<file path="config.mk">
export PLATFORM = sky130hd
export DESIGN_NAME = pio_port
export DESIGN_NICKNAME = d
export VERILOG_FILES = /design/src/pio_pkg.sv /design/src/pio_pin_cell.sv /design/src/pio_port.sv
export SDC_FILE = /design/constraint.sdc
export NUM_CORES = 1
export LEC_CHECK = 0
export BUFFER_PORTS_ARGS = -buffer_cell sky130_fd_sc_hd__buf_2
export CAP_MARGIN = 20
export CELL_PAD_IN_SITES_DETAIL_PLACEMENT = 0
export CELL_PAD_IN_SITES_GLOBAL_PLACEMENT = 2
export CORE_ASPECT_RATIO = 1.2
export CORE_MARGIN = 2
export CORE_UTILIZATION = 24
export CTS_CLUSTER_SIZE = 24
export DETAILED_ROUTE_END_ITERATION = 12
export PLACE_DENSITY_LB_ADDON = 0.1
export RECOVER_POWER = 100
export SYNTH_ARGS = -nofsm -noshare
export SYNTH_HDL_FRONTEND = slang
export SYNTH_HIERARCHICAL = 1
export SYNTH_SLANG_ARGS = --single-unit
</file>
<file path="constraint.sdc">
create_clock -name clk -period 1.86 [get_ports clk]
set_input_delay 0.186 -clock clk [delete_from_list [all_inputs] [get_ports clk]]
set_output_delay 0.186 -clock clk [all_outputs]
set_load 0.02 [all_outputs]
</file>
<file path="src/pio_pkg.sv">
// Shared constants of the programmable I/O port
package pio_pkg;

   // Pin count and register width
   localparam int unsigned PINS   = 32;
   localparam int unsigned HALF   = 16;
   localparam int unsigned ADDR_W = 12;
   localparam int unsigned IDX_W  = 10;

   // Register indices; byte address is four times the index
   localparam logic [IDX_W-1:0] IDX_MODE_LOW  = 10'h070;
   localparam logic [IDX_W-1:0] IDX_DIR_LOW   = 10'h072;
   localparam logic [IDX_W-1:0] IDX_VALUE_LOW = 10'h074;
   localparam logic [IDX_W-1:0] IDX_MODE_HIGH = 10'h076;
   localparam logic [IDX_W-1:0] IDX_DIR_HIGH  = 10'h078;
   localparam logic [IDX_W-1:0] IDX_VALUE_HIGH = 10'h07a;

   // Byte address bits that carry the index
   localparam int unsigned IDX_LSB = 2;

   // Reset values
   localparam logic [HALF-1:0] MODE_LOW_RST  = 16'h0000;
   localparam logic [HALF-1:0] MODE_HIGH_RST = 16'h0000;
   localparam logic [HALF-1:0] DIR_LOW_RST   = 16'hfc0f;
   localparam logic [HALF-1:0] DIR_HIGH_RST  = 16'hffff;

   // Pins whose pull resistor pulls down (pins 1 and 6)
   localparam logic [PINS-1:0] PULL_DOWN_MASK = 32'h0000_0042;

   // High-half direction bits of pins 26 and 29, cleared by a low strap
   localparam logic [HALF-1:0] STRAP_NORMAL_HIGH = 16'h2400;

   // Upper read data lanes
   localparam logic [HALF-1:0] READ_PAD = 16'h0000;

endpackage : pio_pkg

</file>
<file path="src/pio_pin_cell.sv">
// One pin of the I/O port: function decode and pad control
`timescale 1ns/1ps

module pio_pin_cell #(
   parameter bit PULL_DOWN = 1'b0
) (
   input  wire logic mode_bit,
   input  wire logic dir_bit,
   input  wire logic value_bit,
   input  wire logic periph_out,
   input  wire logic periph_oe,
   output logic      pin_out,
   output logic      pin_oe,
   output logic      pull_en,
   output logic      pull_up,
   output logic      gp_input
);

   logic normal_fn;
   logic gp_output;

   // Function from mode and direction bits
   always_comb begin
      normal_fn = !mode_bit && !dir_bit;
      gp_output = mode_bit && !dir_bit;
      gp_input  = dir_bit;
   end

   // Pad drive: peripheral on normal function, data bit on output
   always_comb begin
      if (normal_fn) begin
         pin_out = periph_out;
         pin_oe  = periph_oe;
      end else if (gp_output) begin
         pin_out = value_bit;
         pin_oe  = 1'b1;
      end else begin
         pin_out = 1'b0;
         pin_oe  = 1'b0;
      end
   end

   // Pull only on an input with mode bit 0
   always_comb begin
      pull_en = dir_bit && !mode_bit;
      pull_up = !PULL_DOWN;
   end

endmodule // pio_pin_cell

</file>
<file path="src/pio_port.sv">
// Top of the 32-pin programmable I/O port with APB register access
//
// Operation
// - With mode bit 0, direction 0 keeps the peripheral function and direction 1 gives a pulled input.
// - With mode bit 1, direction 0 gives a general output and direction 1 an input without pull.
// - A general output drives the pin with its bit of the data register.
// - A general input loads the sampled pin level into its bit of the data register.
// - Pins 0 to 15 sit in bits 15-0 of the low registers, pins 16 to 31 in bits 15-0 of the high ones.
// - The data registers are not set by reset and are undefined until written or loaded.
// - Reset loads the low direction register with fc0f.
// - Reset loads the high direction register with ffff, so the upper pins are inputs.
// - Reset clears both mode registers.
// - After reset pin 1 is a pulled-down input, pins 4 to 9 run their normal function, the rest pulled-up inputs.
// - A low strap during reset puts pins 26 and 29 on their normal function.
// - Pins 1 and 6 pull down as a pulled input, the other pins pull up.
// - A direction bit of 1 makes a pin an input and 0 an output, together with its mode bit.
`timescale 1ns/1ps

module pio_port (
   input  wire logic                        clk,
   input  wire logic                        rst_b,
   // APB slave
   input  wire logic                        psel,
   input  wire logic                        penable,
   input  wire logic                        pwrite,
   input  wire logic [pio_pkg::ADDR_W-1:0]  paddr,
   input  wire logic [31:0]                 pwdata,
   input  wire logic [3:0]                  pstrb,
   output logic      [31:0]                 prdata,
   output logic                             pready,
   output logic                             pslverr,
   // Reset strap, low selects normal function on pins 26 and 29
   input  wire logic                        strap_bus_high_en,
   // Peripheral side of every pin
   input  wire logic [pio_pkg::PINS-1:0]    periph_out,
   input  wire logic [pio_pkg::PINS-1:0]    periph_oe,
   // Pad side of every pin
   input  wire logic [pio_pkg::PINS-1:0]    pin_in,
   output logic      [pio_pkg::PINS-1:0]    pin_out,
   output logic      [pio_pkg::PINS-1:0]    pin_oe,
   output logic      [pio_pkg::PINS-1:0]    pin_pull_en,
   output logic      [pio_pkg::PINS-1:0]    pin_pull_up
);

   // Whole state of the port
   typedef struct packed {
      logic [pio_pkg::HALF-1:0] mode_low;
      logic [pio_pkg::HALF-1:0] mode_high;
      logic [pio_pkg::HALF-1:0] dir_low;
      logic [pio_pkg::HALF-1:0] dir_high;
      logic [pio_pkg::HALF-1:0] value_low;
      logic [pio_pkg::HALF-1:0] value_high;
      logic [31:0]              rdata;
      logic                     strap_done;
   } pio_state_type;

   pio_state_type               st_r;
   pio_state_type               st_nxt;

   logic [pio_pkg::IDX_W-1:0]   idx;
   logic                        setup_phase;
   logic                        access_phase;
   logic                        hit_mode_low;
   logic                        hit_mode_high;
   logic                        hit_dir_low;
   logic                        hit_dir_high;
   logic                        hit_value_low;
   logic                        hit_value_high;
   logic                        mapped;
   logic                        wr_en;
   logic [pio_pkg::HALF-1:0]    wdata_half;
   logic [1:0]                  wstrb_half;
   logic [pio_pkg::HALF-1:0]    rd_half;
   logic [pio_pkg::PINS-1:0]    mode_all;
   logic [pio_pkg::PINS-1:0]    dir_all;
   logic [pio_pkg::PINS-1:0]    value_all;
   logic [pio_pkg::PINS-1:0]    input_all;
   logic [pio_pkg::PINS-1:0]    sampled;

   // Merge write data into a register under its two byte strobes
   function automatic logic [pio_pkg::HALF-1:0] pio_merge(
      input logic [pio_pkg::HALF-1:0] old_val,
      input logic [pio_pkg::HALF-1:0] new_val,
      input logic [1:0]               strb
   );
      logic [pio_pkg::HALF-1:0] res;
      res = old_val;
      if (strb[0]) begin
         res[7:0] = new_val[7:0];
      end
      if (strb[1]) begin
         res[15:8] = new_val[15:8];
      end
      return res;
   endfunction

   // Data bit update: inputs follow the pin, others keep or take writes
   function automatic logic [pio_pkg::HALF-1:0] pio_value_next(
      input logic [pio_pkg::HALF-1:0] old_val,
      input logic [pio_pkg::HALF-1:0] pin_lvl,
      input logic [pio_pkg::HALF-1:0] is_in,
      input logic                     wr,
      input logic [pio_pkg::HALF-1:0] new_val,
      input logic [1:0]               strb
   );
      logic [pio_pkg::HALF-1:0] res;
      res = old_val;
      if (wr) begin
         res = pio_merge(old_val, new_val, strb);
      end
      res = (res & ~is_in) | (pin_lvl & is_in);
      return res;
   endfunction

   // Address decode on the word index
   always_comb begin
      idx            = paddr[pio_pkg::IDX_LSB +: pio_pkg::IDX_W];
      setup_phase    = psel && !penable;
      access_phase   = psel && penable;
      hit_mode_low   = (idx == pio_pkg::IDX_MODE_LOW);
      hit_mode_high  = (idx == pio_pkg::IDX_MODE_HIGH);
      hit_dir_low    = (idx == pio_pkg::IDX_DIR_LOW);
      hit_dir_high   = (idx == pio_pkg::IDX_DIR_HIGH);
      hit_value_low  = (idx == pio_pkg::IDX_VALUE_LOW);
      hit_value_high = (idx == pio_pkg::IDX_VALUE_HIGH);
      mapped         = hit_mode_low || hit_mode_high || hit_dir_low
                       || hit_dir_high || hit_value_low || hit_value_high;
      wr_en          = access_phase && pwrite && mapped;
      wdata_half     = pwdata[pio_pkg::HALF-1:0];
      wstrb_half     = pstrb[1:0];
   end

   // Zero wait state slave, error on unmapped words
   always_comb begin
      pready  = 1'b1;
      pslverr = access_phase && !mapped;
      prdata  = st_r.rdata;
   end

   // Read multiplexer, pins in register order
   always_comb begin
      if (hit_mode_low) begin
         rd_half = st_r.mode_low;
      end else if (hit_mode_high) begin
         rd_half = st_r.mode_high;
      end else if (hit_dir_low) begin
         rd_half = st_r.dir_low;
      end else if (hit_dir_high) begin
         rd_half = st_r.dir_high;
      end else if (hit_value_low) begin
         rd_half = st_r.value_low;
      end else if (hit_value_high) begin
         rd_half = st_r.value_high;
      end else begin
         rd_half = pio_pkg::READ_PAD;
      end
   end

   // Per-pin vectors from the register pairs
   always_comb begin
      mode_all  = {st_r.mode_high, st_r.mode_low};
      dir_all   = {st_r.dir_high, st_r.dir_low};
      value_all = {st_r.value_high, st_r.value_low};
      sampled   = pin_in;
   end

   // One pad cell per pin
   genvar g;
   generate
      for (g = 0; g < pio_pkg::PINS; g++) begin : g_pin
         pio_pin_cell #(
            .PULL_DOWN (pio_pkg::PULL_DOWN_MASK[g])
         ) u_cell (
            .mode_bit   (mode_all[g]),
            .dir_bit    (dir_all[g]),
            .value_bit  (value_all[g]),
            .periph_out (periph_out[g]),
            .periph_oe  (periph_oe[g]),
            .pin_out    (pin_out[g]),
            .pin_oe     (pin_oe[g]),
            .pull_en    (pin_pull_en[g]),
            .pull_up    (pin_pull_up[g]),
            .gp_input   (input_all[g])
         );
      end
   endgenerate

   // Next state
   always_comb begin
      st_nxt = st_r;

      // Read data captured in the setup cycle
      if (setup_phase && !pwrite) begin
         st_nxt.rdata = {pio_pkg::READ_PAD, rd_half};
      end

      // Mode registers
      if (wr_en && hit_mode_low) begin
         st_nxt.mode_low = pio_merge(st_r.mode_low, wdata_half, wstrb_half);
      end
      if (wr_en && hit_mode_high) begin
         st_nxt.mode_high = pio_merge(st_r.mode_high, wdata_half, wstrb_half);
      end

      // Direction registers; open drain toggles these bits only
      if (wr_en && hit_dir_low) begin
         st_nxt.dir_low = pio_merge(st_r.dir_low, wdata_half, wstrb_half);
      end
      if (wr_en && hit_dir_high) begin
         st_nxt.dir_high = pio_merge(st_r.dir_high, wdata_half, wstrb_half);
      end

      // Strap taken once, in the first cycle after reset release
      if (!st_r.strap_done) begin
         st_nxt.strap_done = 1'b1;
         if (!strap_bus_high_en) begin
            st_nxt.dir_high = st_r.dir_high & ~pio_pkg::STRAP_NORMAL_HIGH;
         end
      end

      // Data registers follow inputs, hold written output values
      st_nxt.value_low  = pio_value_next(st_r.value_low,
                                         sampled[pio_pkg::HALF-1:0],
                                         input_all[pio_pkg::HALF-1:0],
                                         wr_en && hit_value_low,
                                         wdata_half, wstrb_half);
      st_nxt.value_high = pio_value_next(st_r.value_high,
                                         sampled[pio_pkg::PINS-1:pio_pkg::HALF],
                                         input_all[pio_pkg::PINS-1:pio_pkg::HALF],
                                         wr_en && hit_value_high,
                                         wdata_half, wstrb_half);
   end

   // State register; data registers deliberately left out of reset
   always_ff @(posedge clk) begin
      if (!rst_b) begin
         st_r.mode_low   <= pio_pkg::MODE_LOW_RST;
         st_r.mode_high  <= pio_pkg::MODE_HIGH_RST;
         st_r.dir_low    <= pio_pkg::DIR_LOW_RST;
         st_r.dir_high   <= pio_pkg::DIR_HIGH_RST;
         st_r.rdata      <= 32'h0000_0000;
         st_r.strap_done <= 1'b0;
         st_r.value_low  <= st_nxt.value_low;
         st_r.value_high <= st_nxt.value_high;
      end else begin
         st_r <= st_nxt;
      end
   end

endmodule // pio_port

</file>
==> flow_metrics.env <==
export IMPL_run_status="complete, no violations"
export IMPL_layout_worst_path_cycle_share_pct=91.3
export IMPL_path_max_fanout=17
export IMPL_maximum_clock_path_buffer_count=2
export IMPL_dp_hpwl_mm=21.8
export IMPL_design_die_area_sq_um=34000
export IMPL_layout_min_cycle_time_ns=1.70
export IMPL_hold_worst_slack_ns=0.0482
export IMPL_drt_total_wl_mm=29.6
export IMPL_row_count=72
export IMPL_ratio_of_routed_vias_to_standard_cells=4.55
export IMPL_seq_area_frac_synth_pct=33.0
export IMPL_finalWeightedCongestion=0.735
export IMPL_cts_setup_buffers=0
export IMPL_rr_worst_depth=4
export IMPL_switching_share_pct=26.6
export IMPL_setup_viol=0
export IMPL_regToRegSetupSlack_ns=0.32
export IMPL_clk_insertion_delay_late_ns=0.42
export IMPL_grt_antenna_before_repair=2
export IMPL_met1_length_mm=12.6
export IMPL_h_tree_depth=4
export IMPL_endpoint_kind="output pin"
export IMPL_remaining_drc_errors=0
export IMPL_hp_class="input pin to flip-flop"
export IMPL_arrival_ns=1.51
export IMPL_critPathMaxStageDelay_ns=0.42
export IMPL_met3_length_mm=1.30
export IMPL_drv_max_cap_violation_count=0
export IMPL_postSynthCellCount=972
export IMPL_r2r_start="st_r[0]"
export IMPL_hold_path_startpoint="pin_in[6]"
export IMPL_clkSlewWorstSetupHoldPaths_ns=0.06
export IMPL_power_per_cell_area_nw_per_um2=696
export IMPL_postCtsResizedCells=0
export IMPL_numCtsBuffers=17
export IMPL_timing_slew_headroom_pct=36.7
export IMPL_number_of_input_and_output_port_buffers_inserted=242
export IMPL_num_antenna_cells=0
export IMPL_switching_power_uw=1760
export IMPL_syn_area_sq_um=7820
export IMPL_grt_setup_unrepaired="no"
export IMPL_syn_to_final_growth_pct=21.7
export IMPL_avg_inst_size_synth_sq_um=8.04
export IMPL_drt_iter0_markers=329
export IMPL_power_sequential_fraction_pct=39.6
export IMPL_critical_path_required_ns=1.67
export IMPL_num_vias=7118
export IMPL_grt_pass1_vias=7054
export IMPL_peak_supply_drop_mv=0.449
export IMPL_global_route_wire_length_before_repair_mm=43.9
export IMPL_cellLeakagePower_uw=0.00385
export IMPL_final_common_cell="buf_2"
export IMPL_layout_common_cells="128 x buf_2, 124 x nand2_1, 117 x clkbuf_1"
export IMPL_worst_setup_path_start_kind="input pin"
export IMPL_internal_power_uw=4860
export IMPL_final_power_uw=6620
export IMPL_tightestPinTransition_ns=0.948
export IMPL_clockPowerShare_pct=48.3
export IMPL_synth_enable_flop_cells=32
export IMPL_cts_tree="built"
export IMPL_drt_wirelength_per_cell_um=18.9
export IMPL_drt_first_pass_iters=8
export IMPL_route_antenna_remaining_nets=0
export IMPL_die_w_um=169
export IMPL_slew_violations=0
export IMPL_ys_seq_elements=113
export IMPL_ys_warn_count=6
export IMPL_critPathLaunch="paddr[2]"
export IMPL_io_pin_count=312
export IMPL_die_height_um=202
export IMPL_wl_met2_mm=15.2
export IMPL_clock_sinks=113
export IMPL_highest_signal_layer="met5"
export IMPL_core_region_area_sq_um=32200
export IMPL_ys_types=43
export IMPL_r2r_end="dir_all[22]"
export IMPL_crit_chain="buf_2 -> or3_1 -> clkbuf_2 -> nor2_2 -> buf_12 -> a21oi_2 -> buf_2"
export IMPL_highest_clock_rate_mhz=589
export IMPL_cts_root_buf="clkbuf_16"
export IMPL_final_net_count=1295
export IMPL_finalClockSkew_ns=0.0100
export IMPL_gr_total_overflow=0
export IMPL_asyncSetResetFlopFracSynth_pct=0
export IMPL_cts_hold_repair_buffers=0
export IMPL_whs_path_depth=3
export IMPL_comb_power_share_pct=12.1
export IMPL_layout_cells_sized_above_1_pct=23.6
export IMPL_grt_total_usage_pct=17.3
export IMPL_crit_slowest_cell="or3_1"
export IMPL_pin_count_of_the_biggest_net_entering_global_routing=45
export IMPL_fillerInstances=3599
export IMPL_floorplan_initialDensity_pct=24.3
export IMPL_most_frequent_cell_on_critical_path="buf_2"
export IMPL_synth_flop_cell="dfxtp_1"
export IMPL_report_final_hold_viol_count=0
export IMPL_crit_type="input pin to output pin"
==> Yosys cell counts (3+ instances only) <==
cell      instances  area, sq um
nand2_1         124          465
nor2_1          100          375
buf_4            99          743
mux2i_1          82          821
dfxtp_1          81         1620
clkbuf_1         47          176
o21ai_0          37          185
conb_1           34          128
a21oi_1          33          165
and2b_2          32          280
edfxtp_1         32          961
nand3_1          29          145
o221ai_1         29          254
nand2b_1         23          144
or2_2            21          131
and2_1           17          106
nand3b_1         16          120
o21a_1           16          120
or3_1            15         93.8
o31ai_1          14          105
a21o_1           13         97.6
a31oi_1          12         75.1
or2b_1           12         90.1
nor2b_1           8         50.1
nand4_1           6         37.5
nor3_1            5         25.0
a221oi_1          4         35.0
a31o_2            3         26.3
buf_1             3         11.3
buf_6             3         33.8
nor4bb_1          3         30.0
o22ai_1           3         18.8
==> kinds of logic after synthesis <==
| logic type | synth area share [%] |
|---|---|
| buf+inv | 12.4 |
| simple gates | 28.6 |
| compound gates | 13.8 |
| mux | 10.5 |
| flops | 33.0 |
| other cells | 1.63 |
==> critical path, delay by kind of cell <==
family | cells | cell delay (ns)
buffers and inverters | 4 | 0.67
AOI/OAI and AO/OA | 1 | 0.06
and+or+nand+nor | 2 | 0.57
==> per-stage QoR <==
stage	instances	cell area (sq um)	worst slack [ns]	setup TNS (ns)	utilization (%)
2_1_floorplan	987	7890	-0.00497	-0.0197	-
3_3_place_gp	1533	9180	-0.111	-1.16	28.5
5_1_grt	1565	9510	0.0726	0	29.6
3_5_place_dp	1533	9180	-0.138	-1.61	28.5
6_report	1565	9510	0.162	0	29.6
4_1_cts	1565	9750	0.171	0	30.3
==> power groups by stage <==
stage | clock, uW | combinational [uW] | sequential [uW]
3_3_place_gp | 0 | 818 | 2680
6_report | 3200 | 800 | 2630
2_1_floorplan | 0 | 552 | 2650
4_1_cts | 3280 | 823 | 2630
3_5_place_dp | 0 | 820 | 2680
5_1_grt | 3390 | 881 | 2630
==> how the worst max path moves through the flow <==
stage	endpoint	slack, ns	depth (start not counted)
4_1_cts	pin_out[16]	0.17	3
3_3_place_gp	dir_all[16]	-0.11	5
3_5_place_dp	dir_all[22]	-0.14	5
6_report	pslverr	0.16	7
2_1_floorplan	dir_all[16]	-0.005	7
5_1_grt	mode_all[27]	0.07	8
==> cell type report <==
| cell class | count | area [sq um] | area share (%) |
|---|---|---|---|
| repair buffers | 292 | 1510 | 15.9 |
| clock buffers | 21 | 450 | 4.73 |
| well taps | 407 | 509 | 5.35 |
| clock inverters | 11 | 115 | 1.21 |
| flip-flops and latches | 113 | 2580 | 27.1 |
| multi-input cells | 721 | 4350 | 45.7 |
==> routing by layer <==
layer / track usage, % / up-vias
met5: 0 / -
met4: 4.25 / 4
met3: 3.05 / 26
met2: 31.5 / 202
met1: 20.8 / 3324
li1: - / 3562
(Power assumes the default switching activity.)
